<file path="config.mk">
export PLATFORM = sky130hd
export DESIGN_NAME = smc_standby_ctrl
export DESIGN_NICKNAME = d
export VERILOG_FILES = /design/src/inc/smc_pkg.sv /design/src/hdl/smc_standby_ctrl.sv /design/src/hdl/smc_wake_gate.sv
export SDC_FILE = /design/constraint.sdc
export NUM_CORES = 1
export LEC_CHECK = 0
export BUFFER_PORTS_ARGS = -buffer_cell sky130_fd_sc_hd__buf_2
export CAP_MARGIN = 20
export CORE_ASPECT_RATIO = 1.25
export CORE_UTILIZATION = 45
export DETAILED_ROUTE_END_ITERATION = 8
export PLACE_DENSITY_LB_ADDON = 0.15
export SLEW_MARGIN = 5
export SYNTH_ARGS = -nofsm -noshare
export SYNTH_HDL_FRONTEND = slang
export SYNTH_HIERARCHICAL = 1
export SYNTH_SLANG_ARGS = --single-unit
</file>
<file path="constraint.sdc">
create_clock -name clk_sys_in -period 2.3 [get_ports clk_sys_in]
set_clock_uncertainty 0.1 [all_clocks]
set_input_delay 0.46 -clock clk_sys_in [delete_from_list [all_inputs] [get_ports clk_sys_in]]
set_output_delay 0.46 -clock clk_sys_in [all_outputs]
set_load 0.02 [all_outputs]
</file>
<file path="src/inc/smc_pkg.sv">
// Constants and carrier types for the standby mode controller.
// Assumes a single 200 MHz system clock and an 8-bit register port.
package smc_pkg;

  localparam int ADDR_W = 8;
  localparam int DATA_W = 8;
  localparam int NUM_SRC = 8;
  localparam int NUM_ST = 3;

  // Register offsets
  localparam logic [7:0] ADDR_PROC_CLK = 8'h00;
  localparam logic [7:0] ADDR_SYS_CLK  = 8'h01;
  localparam logic [7:0] ADDR_DISPLAY  = 8'h02;
  localparam logic [7:0] ADDR_CLK_SRC  = 8'h03;
  localparam logic [7:0] ADDR_WAKE_EN  = 8'h04;
  localparam logic [7:0] ADDR_STATUS   = 8'h05;
  localparam logic [7:0] ADDR_MASK     = 8'h06;
  localparam logic [7:0] ADDR_STATE    = 8'h07;

  // Reset values
  localparam logic [3:0] PROC_CLK_RST = 4'h0;
  localparam logic       SYS_CLK_RST  = 1'b0;
  localparam logic [3:0] DISPLAY_RST  = 4'h0;
  localparam logic [3:0] CLK_SRC_RST  = 4'h0;
  localparam logic [7:0] WAKE_EN_RST  = 8'h00;
  localparam logic [2:0] STATUS_RST   = 3'h0;
  localparam logic [2:0] MASK_RST     = 3'h0;

  // Field positions and codes
  localparam int         SYS_SUB_BIT    = 0;
  localparam int         DSP_ON_BIT     = 3;
  localparam logic [3:0] PROC_CLK_HIGH  = 4'h3;
  localparam logic [3:0] PROC_CLK_MID   = 4'h2;
  localparam int         ST_REFUSED     = 0;
  localparam int         ST_DSP_VIOL    = 1;
  localparam int         ST_WOKE        = 2;

  // Wake source indices
  localparam int SRC_INTERVAL = 0;
  localparam int SRC_SERIAL   = 1;
  localparam int SRC_EVENT    = 2;
  localparam int SRC_PULSE    = 3;
  localparam int SRC_WATCH    = 4;
  localparam logic [NUM_SRC-1:0] EXT_SRC_MASK = 8'he0;

  typedef enum logic [1:0] {
    SMC_RUN,
    SMC_HALT,
    SMC_STOP
  } smc_mode_t;

  typedef struct packed {
    logic watch_subclk;
    logic event_pin;
    logic sio_cpu;
    logic sio_ext;
  } smc_clk_src_t;

  typedef struct packed {
    logic display;
    logic watch;
    logic pulse_gen;
    logic event_cnt;
    logic serial;
    logic bit_timer;
  } smc_periph_en_t;

endpackage : smc_pkg

</file>
<file path="src/hdl/smc_standby_ctrl.sv">
// Standby mode controller: run, halt and stop states, clock and
// peripheral gating, wake logic and a small register port.
// Assumes standby requests are one-cycle pulses from the CPU.
//
// Functional notes
// - Stop entry only with main clock selected
// - Halt entry with main or subclock
// - Stop halts main oscillator, subclock keeps running
// - Halt gates CPU clock, not main oscillator
// - Interval timer stops in stop, runs in halt
// - Stop: serial runs only on external clock
// - Halt: serial runs unless clocked by CPU
// - Stop: event counter only on event pin
// - Stop: watch timer only on subclock
// - Display never runs in standby
// - Wake by reset or enabled operable interrupt other than external pins
// - Display only main clock, high/mid speed
// - Display on during clock change flags error
`timescale 1ns/1ps
module smc_standby_ctrl import smc_pkg::*; #(
  parameter int N_SRC = NUM_SRC
) (
  input  wire logic                clk_sys_in,
  input  wire logic                rst_n_in,
  input  wire logic [ADDR_W-1:0]   addr_in,
  input  wire logic [DATA_W-1:0]   wdata_in,
  input  wire logic                wr_in,
  input  wire logic                rd_in,
  output logic      [DATA_W-1:0]   rdata_out,
  input  wire logic                stop_req_in,
  input  wire logic                halt_req_in,
  input  wire logic [N_SRC-1:0]    irq_req_in,
  output logic                     main_osc_en_out,
  output logic                     sub_osc_en_out,
  output logic                     cpu_clk_en_out,
  output smc_periph_en_t           periph_en_out,
  output smc_mode_t                mode_out,
  output logic                     cpu_resume_out,
  output logic                     irq_out
);

  logic [3:0]        proc_clk_r,   proc_clk_nxt;
  logic              sys_clk_r,    sys_clk_nxt;
  logic [3:0]        display_r,    display_nxt;
  smc_clk_src_t      clk_src_r,    clk_src_nxt;
  logic [N_SRC-1:0]  wake_en_r,    wake_en_nxt;
  logic [NUM_ST-1:0] status_r,     status_nxt;
  logic [NUM_ST-1:0] mask_r,       mask_nxt;
  logic [DATA_W-1:0] rdata_r,      rdata_nxt;
  smc_mode_t         mode_r,       mode_nxt;
  logic              resume_r,     resume_nxt;
  smc_periph_en_t    periph_r,     periph_nxt;
  logic              main_osc_r,   main_osc_nxt;
  logic              cpu_clk_r,    cpu_clk_nxt;

  logic [N_SRC-1:0]  operable;
  logic              wake;
  logic [NUM_ST-1:0] events;
  logic              stop_ok;
  logic              enter;
  logic              clk_write;

  // Which interrupt sources still run in the current standby state
  always_comb begin
    operable = '1;
    if (mode_r == SMC_STOP) begin
      operable[SRC_INTERVAL] = 1'b0;
      operable[SRC_SERIAL]   = clk_src_r.sio_ext;
      operable[SRC_EVENT]    = clk_src_r.event_pin;
      operable[SRC_PULSE]    = 1'b0;
      operable[SRC_WATCH]    = clk_src_r.watch_subclk;
    end else if (mode_r == SMC_HALT) begin
      operable[SRC_SERIAL]   = ~clk_src_r.sio_cpu;
    end
  end

  smc_wake_gate #(
    .N_SRC    (N_SRC),
    .EXCL_SRC (EXT_SRC_MASK)
  ) u_wake (
    .req_in      (irq_req_in),
    .enable_in   (wake_en_r),
    .operable_in (operable),
    .wake_out    (wake)
  );

  // Register port
  always_comb begin
    proc_clk_nxt = proc_clk_r;
    sys_clk_nxt  = sys_clk_r;
    display_nxt  = display_r;
    clk_src_nxt  = clk_src_r;
    wake_en_nxt  = wake_en_r;
    mask_nxt     = mask_r;
    rdata_nxt    = '0;
    if (wr_in) begin
      unique case (addr_in)
        ADDR_PROC_CLK: proc_clk_nxt = wdata_in[3:0];
        ADDR_SYS_CLK:  sys_clk_nxt  = wdata_in[SYS_SUB_BIT];
        ADDR_DISPLAY:  display_nxt  = wdata_in[3:0];
        ADDR_CLK_SRC:  clk_src_nxt  = smc_clk_src_t'(wdata_in[3:0]);
        ADDR_WAKE_EN:  wake_en_nxt  = wdata_in[N_SRC-1:0];
        ADDR_MASK:     mask_nxt     = wdata_in[NUM_ST-1:0];
        default: ;
      endcase
    end
    if (rd_in) begin
      unique case (addr_in)
        ADDR_PROC_CLK: rdata_nxt[3:0]        = proc_clk_r;
        ADDR_SYS_CLK:  rdata_nxt[0]          = sys_clk_r;
        ADDR_DISPLAY:  rdata_nxt[3:0]        = display_r;
        ADDR_CLK_SRC:  rdata_nxt[3:0]        = clk_src_r;
        ADDR_WAKE_EN:  rdata_nxt[N_SRC-1:0]  = wake_en_r;
        ADDR_STATUS:   rdata_nxt[NUM_ST-1:0] = status_r;
        ADDR_MASK:     rdata_nxt[NUM_ST-1:0] = mask_r;
        ADDR_STATE:    rdata_nxt[1:0]        = mode_r;
        default: ;
      endcase
    end
  end

  always_ff @(posedge clk_sys_in or negedge rst_n_in) begin
    if (!rst_n_in) begin
      proc_clk_r <= PROC_CLK_RST;
      sys_clk_r  <= SYS_CLK_RST;
      display_r  <= DISPLAY_RST;
      clk_src_r  <= CLK_SRC_RST;
      wake_en_r  <= WAKE_EN_RST;
      mask_r     <= MASK_RST;
      rdata_r    <= '0;
    end else begin
      proc_clk_r <= proc_clk_nxt;
      sys_clk_r  <= sys_clk_nxt;
      display_r  <= display_nxt;
      clk_src_r  <= clk_src_nxt;
      wake_en_r  <= wake_en_nxt;
      mask_r     <= mask_nxt;
      rdata_r    <= rdata_nxt;
    end
  end

  // Mode sequencing and gating
  always_comb begin
    stop_ok    = stop_req_in & ~sys_clk_r;
    enter      = 1'b0;
    mode_nxt   = mode_r;
    resume_nxt = 1'b0;
    events     = '0;
    clk_write  = wr_in & ((addr_in == ADDR_PROC_CLK) | (addr_in == ADDR_SYS_CLK));
    unique case (mode_r)
      SMC_RUN: begin
        // Stop wins over a simultaneous halt request
        if (stop_ok) begin
          mode_nxt = SMC_STOP;
          enter    = 1'b1;
        end else if (halt_req_in) begin
          mode_nxt = SMC_HALT;
          enter    = 1'b1;
        end
        events[ST_REFUSED] = stop_req_in & sys_clk_r;
      end
      SMC_HALT, SMC_STOP: begin
        if (wake) begin
          mode_nxt         = SMC_RUN;
          resume_nxt       = 1'b1;
          events[ST_WOKE]  = 1'b1;
        end
      end
      default: mode_nxt = SMC_RUN;
    endcase
    events[ST_DSP_VIOL] = display_r[DSP_ON_BIT] & (enter | clk_write);

    main_osc_nxt = (mode_nxt != SMC_STOP);
    cpu_clk_nxt  = (mode_nxt == SMC_RUN);
    periph_nxt   = '1;
    unique case (mode_nxt)
      SMC_STOP: begin
        periph_nxt.bit_timer = 1'b0;
        periph_nxt.serial    = clk_src_nxt.sio_ext;
        periph_nxt.event_cnt = clk_src_nxt.event_pin;
        periph_nxt.pulse_gen = 1'b0;
        periph_nxt.watch     = clk_src_nxt.watch_subclk;
      end
      SMC_HALT: periph_nxt.serial = ~clk_src_nxt.sio_cpu;
      default: ;
    endcase
    // Gated rather than trusted to software: a wrong clock corrupts the scan
    periph_nxt.display = display_nxt[DSP_ON_BIT] & (mode_nxt == SMC_RUN)
                       & ~sys_clk_nxt
                       & ((proc_clk_nxt == PROC_CLK_HIGH) | (proc_clk_nxt == PROC_CLK_MID));
    // Set wins over a same-cycle write-one clear
    status_nxt = status_r;
    if (wr_in && addr_in == ADDR_STATUS) begin
      status_nxt = status_r & ~wdata_in[NUM_ST-1:0];
    end
    status_nxt = status_nxt | events;
  end

  always_ff @(posedge clk_sys_in or negedge rst_n_in) begin
    if (!rst_n_in) begin
      mode_r     <= SMC_RUN;
      resume_r   <= 1'b0;
      main_osc_r <= 1'b1;
      cpu_clk_r  <= 1'b1;
      periph_r   <= '0;
      status_r   <= STATUS_RST;
    end else begin
      mode_r     <= mode_nxt;
      resume_r   <= resume_nxt;
      main_osc_r <= main_osc_nxt;
      cpu_clk_r  <= cpu_clk_nxt;
      periph_r   <= periph_nxt;
      status_r   <= status_nxt;
    end
  end

  assign rdata_out       = rdata_r;
  assign main_osc_en_out = main_osc_r;
  assign sub_osc_en_out  = 1'b1;
  assign cpu_clk_en_out  = cpu_clk_r;
  assign periph_en_out   = periph_r;
  assign mode_out        = mode_r;
  assign cpu_resume_out  = resume_r;
  assign irq_out         = |(status_r & mask_r);
endmodule : smc_standby_ctrl

</file>
<file path="src/hdl/smc_wake_gate.sv">
// Wake qualifier: one lane per interrupt source.
// Assumes requests, enables and operable flags are synchronous levels.
`timescale 1ns/1ps
module smc_wake_gate import smc_pkg::*; #(
  parameter int                 N_SRC    = NUM_SRC,
  parameter logic [N_SRC-1:0]   EXCL_SRC = EXT_SRC_MASK
) (
  input  wire logic [N_SRC-1:0] req_in,
  input  wire logic [N_SRC-1:0] enable_in,
  input  wire logic [N_SRC-1:0] operable_in,
  output logic                  wake_out
);

  logic [N_SRC-1:0] lane;

  genvar g;
  generate
    for (g = 0; g < N_SRC; g++) begin : g_lane
      // External pins never release standby
      assign lane[g] = req_in[g] & enable_in[g] & operable_in[g] & ~EXCL_SRC[g];
    end
  endgenerate

  assign wake_out = |lane;

endmodule : smc_wake_gate

</file>
==> metrics.md, run 1 <==
| Metric | Value |
|---|---|
| Core Box Area | `0.00476 mm^2` |
| RSZ-0062 raised after global routing | `true` |
| Vias | `1652` |
| Cell area power density | `896 mW/mm^2` |
| Hold Vio Cnt, Final | `0` |
| Worst slew margin | `0.599` |
| RD Place Congestion | `0.918` |
| Fmax | `405 MHz` |
| Longest Clk Path Bufs | `2` |
| Clock Sinks | `45` |
| Layout Cells excl Fill | `314` |
| DRC errors left | `0` |
| CTS root buf | `clkbuf_8` |
| Worst EP required | `2.39 ns` |
| Total Wirelength | `5140 um` |
| VDD IR-drop max | `0.704 mV` |
| Row count | `28` |
| Max cap viols | `0` |
| Final Cycle Share | `1.07` |
| WL/cell | `16.4 um` |
| Syn Std Cell Area | `0.00224 mm^2` |
| Crit Path Class | `reg -> reg` |
| Warnings from Yosys | `6` |
| Die X | `65.1 um` |
| Final setup viols | `4` |
| Layout cell share with drive strength beyond 1 | `0.539` |
| # hold bufs at CTS | `0` |
| Worst slack, placed | `-0.225 ns` |
| Setup crit start kind | `flop` |
| Highest Signal Layer | `met4` |
| Sequential-to-total area share from yosys stat | `0.503` |
| Final design utilization | `0.614` |
| Max Slew Vio Count | `0` |
| Synth Register Bits | `45` |
| Clk Latency, worst-skew pair | `0.30 ns` |
| Worst Path Arrival | `2.55 ns` |
| Number of flops mapped to enable cells by yosys | `0` |
| Syn Inst Count | `178` |
| TritonCTS clock tree | `built` |
| Commonest register cell after synthesis | `dfrtp_1` |
| Min Hold Slack | `0.134 ns` |
| Largest net degree at the start of global routing | `46` |
| Die height | `80.9 um` |
| Kind of end point of the critical path | `flop` |
| Share of async-settable or async-resettable flops after synthesis | `1.00` |
| DR vias/cell | `5.26` |
| Final Power | `2.62 mW` |
| Gr ovfl total | `0` |
| Clk slew on worst S/H paths | `0.09 ns` |
| Failing checks | `setup timing` |
| Hold WC Path Type | `in -> async` |
| TritonCTS Buffers | `5` |
| Met3 wire len | `266 um` |
| Vias in the first global route | `1751` |
| Placed insts | `302` |
| WL met2 | `2680 um` |
| Die area | `0.00527 mm^2` |
| DR pass1 iterations | `5` |
| GR Util All Layers | `0.218` |
| Cells along the critical path | `inv_2, ha_4, nand2b_1, and3_1, a31oi_1, nand4_1, nor2b_1, o21ai_1, a21o_1, ha_1, a221o_1` |
| Antenna violations before repair | `0` |
| Crit-path max FO | `4` |
| Iter 0 DRT Violations | `91` |
| Synth Net Count | `216` |
| Area Overhead vs Synth | `30.4%` |
| Slew @ Worst Pin | `0.594 ns` |
| Port Buffers | `46` |
| Initial core utilization | `0.471` |
| # diodes | `0` |
| Final Critical Period | `2.47 ns` |
| Status | `finished with violations` |
| Routed Antenna Nets | `0` |
| I/O pin count | `51` |
| CP peak stage delay | `0.44 ns` |
| Total leakage power | `1.47 nW` |
| DPL Wire Length | `3920 um` |
| Post-synth cell types | `46` |
| Final setup margin | `-0.166 ns` |
| Post-synthesis area per instance | `12.6 um^2` |
| Crit-path slowest cell | `dfrtp_2` |
| WL met1 | `2070 um` |
| First-pass GRT wire length | `8360 um` |
| NumNets Final | `291` |
| H-tree depth | `2` |
==> sequential cells by signal, indices dropped and copies added, names as in the netlist <==
| register | count |
|---|---|
| periph_en_out | 5 |
| sys_clk_r | 1 |
| rdata_out | 8 |
| mode_out | 2 |
| status_r | 3 |
| mask_r | 3 |
| display_r | 4 |
| wake_en_r | 8 |
| clk_src_r | 4 |
| cpu_resume_out | 1 |
| cpu_clk_en_out | 1 |
| main_osc_en_out | 1 |
| proc_clk_r | 4 |
==> logic make-up (layout without fill, tap and decap cells) <==
group / count (synthesis) / in the layout / synth area share
DFF: 45 / 45 / 0.503
and+or+nand+nor: 52 / 52 / 0.162
other: 1 / 1 / 0.00167
muxes: 32 / 32 / 0.174
AOI/OAI and AO/OA: 22 / 22 / 0.0748
buffers and inverters: 18 / 94 / 0.0396
adders and majority gates: 8 / 8 / 0.0446
==> worst paths after layout <==
kind	start	endpoint	slack (ns)	cells after the start
setup / recovery	mode_out[0]$_DFF_PN0_	periph_en_out[1]$_DFF_PN0_	-0.17	11
hold / removal	rst_n_in	rdata_out[7]$_DFF_PN0_	0.13	2
setup reg to reg	mode_out[0]$_DFF_PN0_	periph_en_out[1]$_DFF_PN0_	-0.17	11
hold reg to reg	wake_en_r[7]$_DFFE_PN0P_	rdata_out[7]$_DFF_PN0_	0.39	1
max in group asynchronous	rst_n_in	mode_out[1]$_DFF_PN0_	1.54	2
min in group clk_sys_in	wdata_in[4]	wake_en_r[4]$_DFFE_PN0P_	0.28	2
==> through the flow <==
step	instance area (um^2)	TNS, ns
2_1_floorplan	2260	-0.0248
3_3_place_gp	2710	-0.405
3_5_place_dp	2710	-0.939
4_1_cts	2900	-0.548
5_1_grt	2920	-1.28
6_report	2920	-0.531
==> cells in the mapped netlist, drive strengths merged, types with 3 or more instances <==
library cell   n  area, um^2
and2           5        31.3
and3           3        18.8
buf            5        38.8
clkbuf         3        12.5
dfrtp         43        1080
ha             8         100
inv           10        37.5
mux2          25         282
mux2i          4        40.0
mux4           3        67.6
nand2          9        33.8
nand2b         5        31.3
nand3          3        15.0
nor2           4        15.0
nor2b          7        43.8
nor4           4        55.1
nor4b          4        62.6
o21ai          5        25.0
or2            3        18.8
==> final cells by class <==
type                            instances  area, um^2
Fill cell                             419        1840
Sequential cell                        45        1130
Multi-Input combinational cell        115        1100
Timing Repair Buffer                   76         467
Tap cell                               60        75.1
Clock buffer                            5        68.8
Clock inverter                          3        46.3
Inverter                               10        40.0
==> metal layers <==
| layer | vias to the layer above | track usage |
|---|---|---|
| li1 | 786 | - |
| met1 | 806 | 0.242 |
| met2 | 48 | 0.393 |
| met3 | 12 | 0.0534 |
| met4 | 0 | 0.0935 |
| met5 | - | 0 |
==> worst max-delay path, delay by kind of cell, from the launching register on <==
kind / cells / cell delay (ns)
AOI/OAI and AO/OA: 4 / 0.69
adders and majority gates: 2 / 0.45
buffers and inverters: 1 / 0.09
DFF: 1 / 0.44
and+or+nand+nor: 4 / 0.58
==> cell usage in the layout, fill, tap and decap left out, drive strengths merged, types with 2 or more instances in the layout <==
master,netlist,final
inv,10,10
a31oi,2,2
nor2,4,4
or2,3,3
or3,2,2
and2,5,5
dfrtp,43,43
clkbuf,3,5
ha,8,8
mux2i,4,4
nor4b,4,4
and3,3,3
nand3,3,3
nand2,9,9
mux4,3,3
nand2b,5,5
nor2b,7,7
dfstp,2,2
a221oi,2,2
buf,5,76
mux2,25,25
o21ai,5,5
nor4,4,4
a21o,2,2
==> report_power, final <==
group	total, mW	internal (mW)	switching [mW]	leakage, nW
logic	1.03	0.532	0.500	0.823
clock network	0.601	0.325	0.276	0.0543
registers	0.988	0.919	0.0695	0.593
==> what timing repair did <==
item / CTS / global route
resized for setup: 11 / 5
setup endpoints to repair: 7 / 7
pin swaps: 6 / 2
setup buffers: 3 / 2
(Power assumes the default switching activity.)
==> inputs of run 2 (changes only) <==
==> constraint.sdc (replaced) <==
create_clock -name clk_sys_in -period 2.3 [get_ports clk_sys_in]
set_clock_uncertainty 0.1 [all_clocks]
set_input_delay 0.69 -clock clk_sys_in [delete_from_list [all_inputs] [get_ports clk_sys_in]]
set_output_delay 0.69 -clock clk_sys_in [all_outputs]
set_load 0.02 [all_outputs]
==> run 2 against run 1 <==
Effect of this change: combinational power is essentially flat; fmax grew 0.60%; critical path type unchanged; sequential power grew 0.6%; clock power shrank 19%; power shrank 3.0%; register-to-register slack is essentially flat; the flow still finishes with violations (setup timing); utilization grew 1.6 points; non-clock buffer count grew 4; critical endpoint is now periph_en_out[5]$_DFF_PN0_; final area grew 2.6%.
==> metrics.md, run 2 (same netlist as run 1, synthesis figures left out) <==
| Metric | Value |
|---|---|
| Status | `finished with violations` |
| Failing checks | `setup timing` |
| Hold Vio Cnt, Final | `0 (unchanged)` |
| DR pass1 iterations | `4 (-1)` |
| Layout Cells excl Fill | `318 (+1.3%)` |
| Final setup TNS | `-0.591 ns (-0.0604 ns)` |
| Die area | `0.00527 mm^2 (unchanged)` |
| Sw frac | `0.344 (+0.0216)` |
| H-tree depth | `2 (unchanged)` |
| Crit-path max FO | `4 (unchanged)` |
| Final Critical Period | `2.45 ns (-0.0147 ns)` |
| Crit-path slowest cell | `dfrtp_2` |
| Cell area power density | `848 mW/mm^2 (-5.4%)` |
| TritonCTS clock tree | `built` |
| RSZ-0062 raised after global routing | `true` |
| Clk Latency, worst-skew pair | `0.30 ns (about the same)` |
| Port Buffers | `46 (unchanged)` |
| First-pass GRT wire length | `8370 um (+0.17%)` |
| # hold bufs at CTS | `0 (unchanged)` |
| Vias in the first global route | `1738 (-0.74%)` |
| Post-route cell area | `0.00300 mm^2 (+2.6%)` |
| Longest Clk Path Bufs | `2 (unchanged)` |
| Placed insts | `306 (+1.3%)` |
| Gr ovfl total | `0 (unchanged)` |
| Clock Sinks | `45 (unchanged)` |
| Final Cycle Share | `1.07 (-0.00637)` |
| Max Slew Vio Count | `0 (unchanged)` |
| Clock power share | `0.192 (-0.037)` |
| DRC errors left | `0 (unchanged)` |
| WL/cell | `16.9 um (+3.5%)` |
| GR Util All Layers | `0.215 (-0.00298)` |
| Min Hold Slack | `0.242 ns (+0.108 ns)` |
| Flop pwr share | `0.391 (+0.014)` |
| Most common cell after layout, fill and taps aside | `buf_2` |
| Slew @ Worst Pin | `0.658 ns (+0.0650 ns)` |
| Hold WC Path Type | `in -> async` |
| DPL Wire Length | `4070 um (+3.8%)` |
| Area Overhead vs Synth | `33.8%` |
| Fmax | `408 MHz (+0.60%)` |
| Die X | `65.1 um (unchanged)` |
| Final design utilization | `0.629 (+0.0158)` |
| Internal power | `1.67 mW (-6.1%)` |
| Most frequent cells in the layout | `buf_2 (46), dfrtp_1 (41), buf_4 (30), mux2_2 (21), nand2_1 (9)` |
| Cells along the critical path | `buf_4, ha_2, a31oi_2, a31oi_1, nand4_1, nor2b_2, o21ai_2, a21o_1, buf_6, ha_4, o311ai_4, nor4b_2` |
| CTS root buf | `clkbuf_8` |
| Row count | `28 (unchanged)` |
| Kind of end point of the critical path | `flop` |
| Routed Antenna Nets | `0 (unchanged)` |
| CP peak stage delay | `0.44 ns (about the same)` |
| Layout cell share with drive strength beyond 1 | `0.570 (+0.0304)` |
| Placed Area | `0.00279 mm^2 (+3.0%)` |
| Vias | `1713 (+3.7%)` |
| Die height | `80.9 um (unchanged)` |
| Crit Path Class | `reg -> reg` |
| # diodes | `0 (unchanged)` |
| Setup crit start kind | `flop` |
| NumNets Final | `295 (+1.4%)` |
| Worst slack, placed | `-0.298 ns (-0.0731 ns)` |
| Final setup margin | `-0.152 ns (+0.0147 ns)` |
| Logic pwr share | `0.417 (+0.023)` |
| Net load switching power | `874 uW (+3.5%)` |
| Initial core utilization | `0.471 (unchanged)` |
| Clk slew on worst S/H paths | `0.09 ns (about the same)` |
| Worst slew margin | `0.555 (-0.0439)` |
| Core Box Area | `0.00476 mm^2 (unchanged)` |
| Worst EP required | `2.41 ns (+0.02 ns)` |
| Antenna violations before repair | `0 (unchanged)` |
| DR vias/cell | `5.39 (+2.4%)` |
| Iter 0 DRT Violations | `75 (-18%)` |
| VDD IR-drop max | `0.511 mV (-27%)` |
| Total leakage power | `1.49 nW (+1.2%)` |
| Worst Path Arrival | `2.56 ns (about the same)` |
| I/O pin count | `51 (unchanged)` |
| Max cap viols | `0 (unchanged)` |
| RD Place Congestion | `0.873 (-4.9%)` |
| TritonCTS Buffers | `5 (unchanged)` |
| Total Wirelength | `5390 um (+4.8%)` |
| Final setup viols | `5 (+1)` |
| Final Power | `2.54 mW (-3.0%)` |
| Largest net degree at the start of global routing | `25 (-46%)` |
==> run 2: metal layers <==
metal  GRT usage  routed length (um)  up-vias
met4       0.120                 159        0
met1       0.249                2120      863
met5           0                   0        -
met3      0.0393                 220       14
li1            -                   -      789
met2       0.372                2880       47
==> run 2: worst paths after layout <==
path                            slack [ns]  cells past startpoint                startpoint                          to
worst max register to register       -0.15                     12     mode_out[0]$_DFF_PN0_  periph_en_out[5]$_DFF_PN0_
worst min-delay path                  0.24                      1                  rst_n_in     proc_clk_r[3]$_DFF_PN0_
worst min register to register        0.38                      1  wake_en_r[6]$_DFFE_PN0P_      rdata_out[6]$_DFF_PN0_
min in group clk_sys_in               0.38                      1  wake_en_r[6]$_DFFE_PN0P_      rdata_out[6]$_DFF_PN0_
max in group asynchronous             1.29                      2                  rst_n_in    cpu_clk_en_out$_DFF_PN1_
worst max-delay path                 -0.15                     12     mode_out[0]$_DFF_PN0_  periph_en_out[5]$_DFF_PN0_
==> run 2: area by class of cell <==
cell class | instances | area, um^2
clock buffer | 6 | 72.6
clock inverter | 2 | 15.0
fill | 412 | 1770
inverter | 10 | 37.5
multi-input combinational | 115 | 1150
sequential | 45 | 1130
tap | 60 | 75.1
timing repair buffer | 80 | 518
==> run 2: worst max-delay path: cells and delay by family, from the launching register on <==
kind	cells	cell delay [ns]
simple gates	3	0.47
fa+ha+maj	2	0.33
flops	1	0.44
compound gates	5	0.74
buf+inv	2	0.27
==> run 2: power groups by stage <==
stage               clock (mW)  combinational, mW  sequential (mW)
global route             0.530               1.15             1.00
CTS                      0.495              0.939            0.993
floorplan                    0              0.409             1.08
detailed placement           0              0.854             1.01
global placement             0              0.821             1.01
finish                   0.488               1.06            0.994
==> run 2: what timing repair did <==
item	in CTS	in global routing
cloned	0	0
buffers inserted	2	3
pin swaps	9	9
resized for setup	10	9
setup endpoints to repair	6	7
==> inputs of run 3 (changes only) <==
--- a/config.mk
+++ b/config.mk
@@ -8,9 +8,8 @@
 export BUFFER_PORTS_ARGS = -buffer_cell sky130_fd_sc_hd__buf_2
 export CAP_MARGIN = 20
 export CORE_ASPECT_RATIO = 1.25
-export CORE_UTILIZATION = 45
+export CORE_UTILIZATION = 40
 export DETAILED_ROUTE_END_ITERATION = 8
-export PLACE_DENSITY_LB_ADDON = 0.15
 export SLEW_MARGIN = 5
 export SYNTH_ARGS = -nofsm -noshare
 export SYNTH_HDL_FRONTEND = slang
==> constraint.sdc (replaced) <==
create_clock -name clk_sys_in -period 2.5 [get_ports clk_sys_in]
set_clock_uncertainty 0.1 [all_clocks]
set_input_delay 0.75 -clock clk_sys_in [delete_from_list [all_inputs] [get_ports clk_sys_in]]
set_output_delay 0.75 -clock clk_sys_in [all_outputs]
set_load 0.02 [all_outputs]
==> run 3 against run 2 <==
Effect of this change: the flow now finishes without violations; utilization decreased by 9.0 points; clock power rose by 10%; sequential power shrank 9.2%; first-iteration DRC count grew 41%; routed wire length shrank 10%; sequential share of layout area up 1.1 points; highest routed layer unchanged.
==> metrics.md, run 3 (same netlist as run 1, synthesis figures left out) <==
| Metric | Value |
|---|---|
| Flop pwr share | `0.395 (+0.004)` |
| Routed Antenna Nets | `0 (unchanged)` |
| CTS root buf | `clkbuf_8` |
| Logic pwr share | `0.369 (-0.048)` |
| Hold Vio Cnt, Final | `0 (unchanged)` |
| Clk Latency, worst-skew pair | `0.30 ns (about the same)` |
| DPL Wire Length | `3700 um (-8.9%)` |
| Layout cell share with drive strength beyond 1 | `0.530 (-0.0399)` |
| # diodes | `0 (unchanged)` |
| Sw frac | `0.321 (-0.0231)` |
| Crit-path max FO | `3 (-1)` |
| Port Buffers | `46 (unchanged)` |
| Clock power share | `0.236 (+0.044)` |
| Antenna violations before repair | `0 (unchanged)` |
| First-pass GRT wire length | `8020 um (-4.2%)` |
| RSZ-0062 raised after global routing | `true` |
| GR Util All Layers | `0.188 (-0.0261)` |
| Area Overhead vs Synth | `30.0%` |
| Kind of end point of the critical path | `flop` |
| Internal power | `1.55 mW (-6.9%)` |
| RD Place Congestion | `0.884 (+1.2%)` |
| Clk slew on worst S/H paths | `0.08 ns (about the same)` |
| Hold WC Path Type | `in -> async` |
| NumNets Final | `288 (-2.4%)` |
| Max Slew Vio Count | `0 (unchanged)` |
| Longest Clk Path Bufs | `2 (unchanged)` |
| Setup crit start kind | `flop` |
| Min Hold Slack | `0.145 ns (-0.0972 ns)` |
| VDD IR-drop max | `0.470 mV (-8.1%)` |
| Initial core utilization | `0.415 (-0.0558)` |
| Final Cycle Share | `0.960 (-0.106)` |
| Row count | `30 (+7.1%)` |
| Final setup TNS | `0 ns (+0.591 ns)` |
| Filler cells | `485 (+18%)` |
| Worst EP required | `2.58 ns (+0.17 ns)` |
| Crit Path Class | `reg -> reg` |
| Die area | `0.00591 mm^2 (+12%)` |
| TritonCTS Buffers | `5 (unchanged)` |
| Total Wirelength | `4840 um (-10%)` |
| Max cap viols | `0 (unchanged)` |
| Gr ovfl total | `0 (unchanged)` |
| Most common cell after layout, fill and taps aside | `buf_2` |
| Die height | `85.7 um (+5.9%)` |
| Clock Sinks | `45 (unchanged)` |
| Core Box Area | `0.00541 mm^2 (+13%)` |
| DR pass1 iterations | `4 (unchanged)` |
| TritonCTS clock tree | `built` |
| I/O pin count | `51 (unchanged)` |
| Final setup margin | `0.0994 ns (+0.251 ns)` |
| Vias | `1611 (-6.0%)` |
| Iter 0 DRT Violations | `106 (+41%)` |
| Fmax | `417 MHz (+2.1%)` |
| Status | `complete, no violations` |
| H-tree depth | `2 (unchanged)` |
| Vias in the first global route | `1610 (-7.4%)` |
| Cell area power density | `785 mW/mm^2 (-7.4%)` |
| DR vias/cell | `5.11 (-5.1%)` |
| Worst slack, placed | `-0.125 ns (+0.173 ns)` |
| Largest net degree at the start of global routing | `43 (+72%)` |
| Final Critical Period | `2.40 ns (-0.0510 ns)` |
| WL/cell | `15.3 um (-9.4%)` |
| Most frequent cells in the layout | `buf_2 (46), dfrtp_1 (42), mux2_2 (25), buf_4 (25), nand2_1 (9)` |
| Final setup viols | `0 (-5)` |
| Die X | `69.0 um (+5.9%)` |
| Net load switching power | `734 uW (-16%)` |
| Worst Path Arrival | `2.48 ns (-0.08 ns)` |
| DRC errors left | `0 (unchanged)` |
| Total leakage power | `1.46 nW (-1.9%)` |
## run 3: changes by cell type in the layout (fill, tap and decap cells not counted), sizes merged
| cell | previous run | this run |
|---|---|---|
| bufinv | 0 | 1 |
| clkinvlp | 2 | 0 |
| buf | 80 | 73 |
| clkinv | 0 | 1 |
## run 3: area by class of cell
type / count / area (um^2) / share of cell area
clock inverter: 2 / 35.0 / 0.0120
inverter: 10 / 40.0 / 0.0137
timing repair buffer: 73 / 458 / 0.157
tap: 64 / 80.1 / 0.0275
clock buffer: 6 / 72.6 / 0.0249
sequential: 45 / 1130 / 0.388
multi-input combinational: 115 / 1100 / 0.377
## run 3: what timing repair did
action,4_1_cts,5_1_grt
setup endpoints to repair,3,6
hold buffers,0,0
pin swaps,2,12
gates resized for setup,4,16
setup buffers,0,1
hold endpoints to repair,0,0
## run 3: critical path: stages, from the launching register on
cell	delay [ns]
dfrtp_2	0.41
inv_2	0.08
ha_4	0.15
nand2b_1	0.05
and3_1	0.17
a31oi_1	0.13
nand4_1	0.16
nor2b_1	0.18
o21ai_1	0.07
a21o_1	0.21
ha_1	0.29
a221o_1	0.26
## run 3: worst paths after layout
check / from / to / slack (ns) / cells after the start
max: mode_out[0]$_DFF_PN0_ / periph_en_out[1]$_DFF_PN0_ / 0.1 / 11
min: rst_n_in / rdata_out[4]$_DFF_PN0_ / 0.14 / 1
max reg2reg: mode_out[0]$_DFF_PN0_ / periph_en_out[1]$_DFF_PN0_ / 0.1 / 11
min reg2reg: wake_en_r[5]$_DFFE_PN0P_ / rdata_out[5]$_DFF_PN0_ / 0.38 / 1
max in group asynchronous: rst_n_in / cpu_clk_en_out$_DFF_PN1_ / 1.66 / 2
min in group clk_sys_in: wake_en_r[5]$_DFFE_PN0P_ / rdata_out[5]$_DFF_PN0_ / 0.38 / 1
## run 3: power groups by stage
| stage | Combinational (mW) | Sequential, mW | Clock (mW) |
|---|---|---|---|
| detailed placement | 0.722 | 0.911 | 0 |
| CTS | 0.738 | 0.902 | 0.556 |
| global placement | 0.714 | 0.910 | 0 |
| global route | 0.929 | 0.915 | 0.582 |
| finish | 0.845 | 0.903 | 0.539 |
| floorplan | 0.345 | 0.987 | 0 |
## run 3: per-layer routing
layer / part of all wire / track usage / up-vias
met5: 0 / 0 / -
met4: 0.023 / 0.0761 / 0
met3: 0.040 / 0.0399 / 10
met2: 0.50 / 0.301 / 38
met1: 0.44 / 0.244 / 784
li1: - / - / 779
## run 3: metrics by stage
stage	instance area, um^2	utilization	instances	total power, mW
6_report	2910	0.539	315	2.29
5_1_grt	2910	0.539	315	2.43
4_1_cts	2850	0.526	314	2.20
3_5_place_dp	2720	0.504	306	1.63
3_3_place_gp	2720	0.504	306	1.62
2_1_floorplan	2240	-	178	1.33
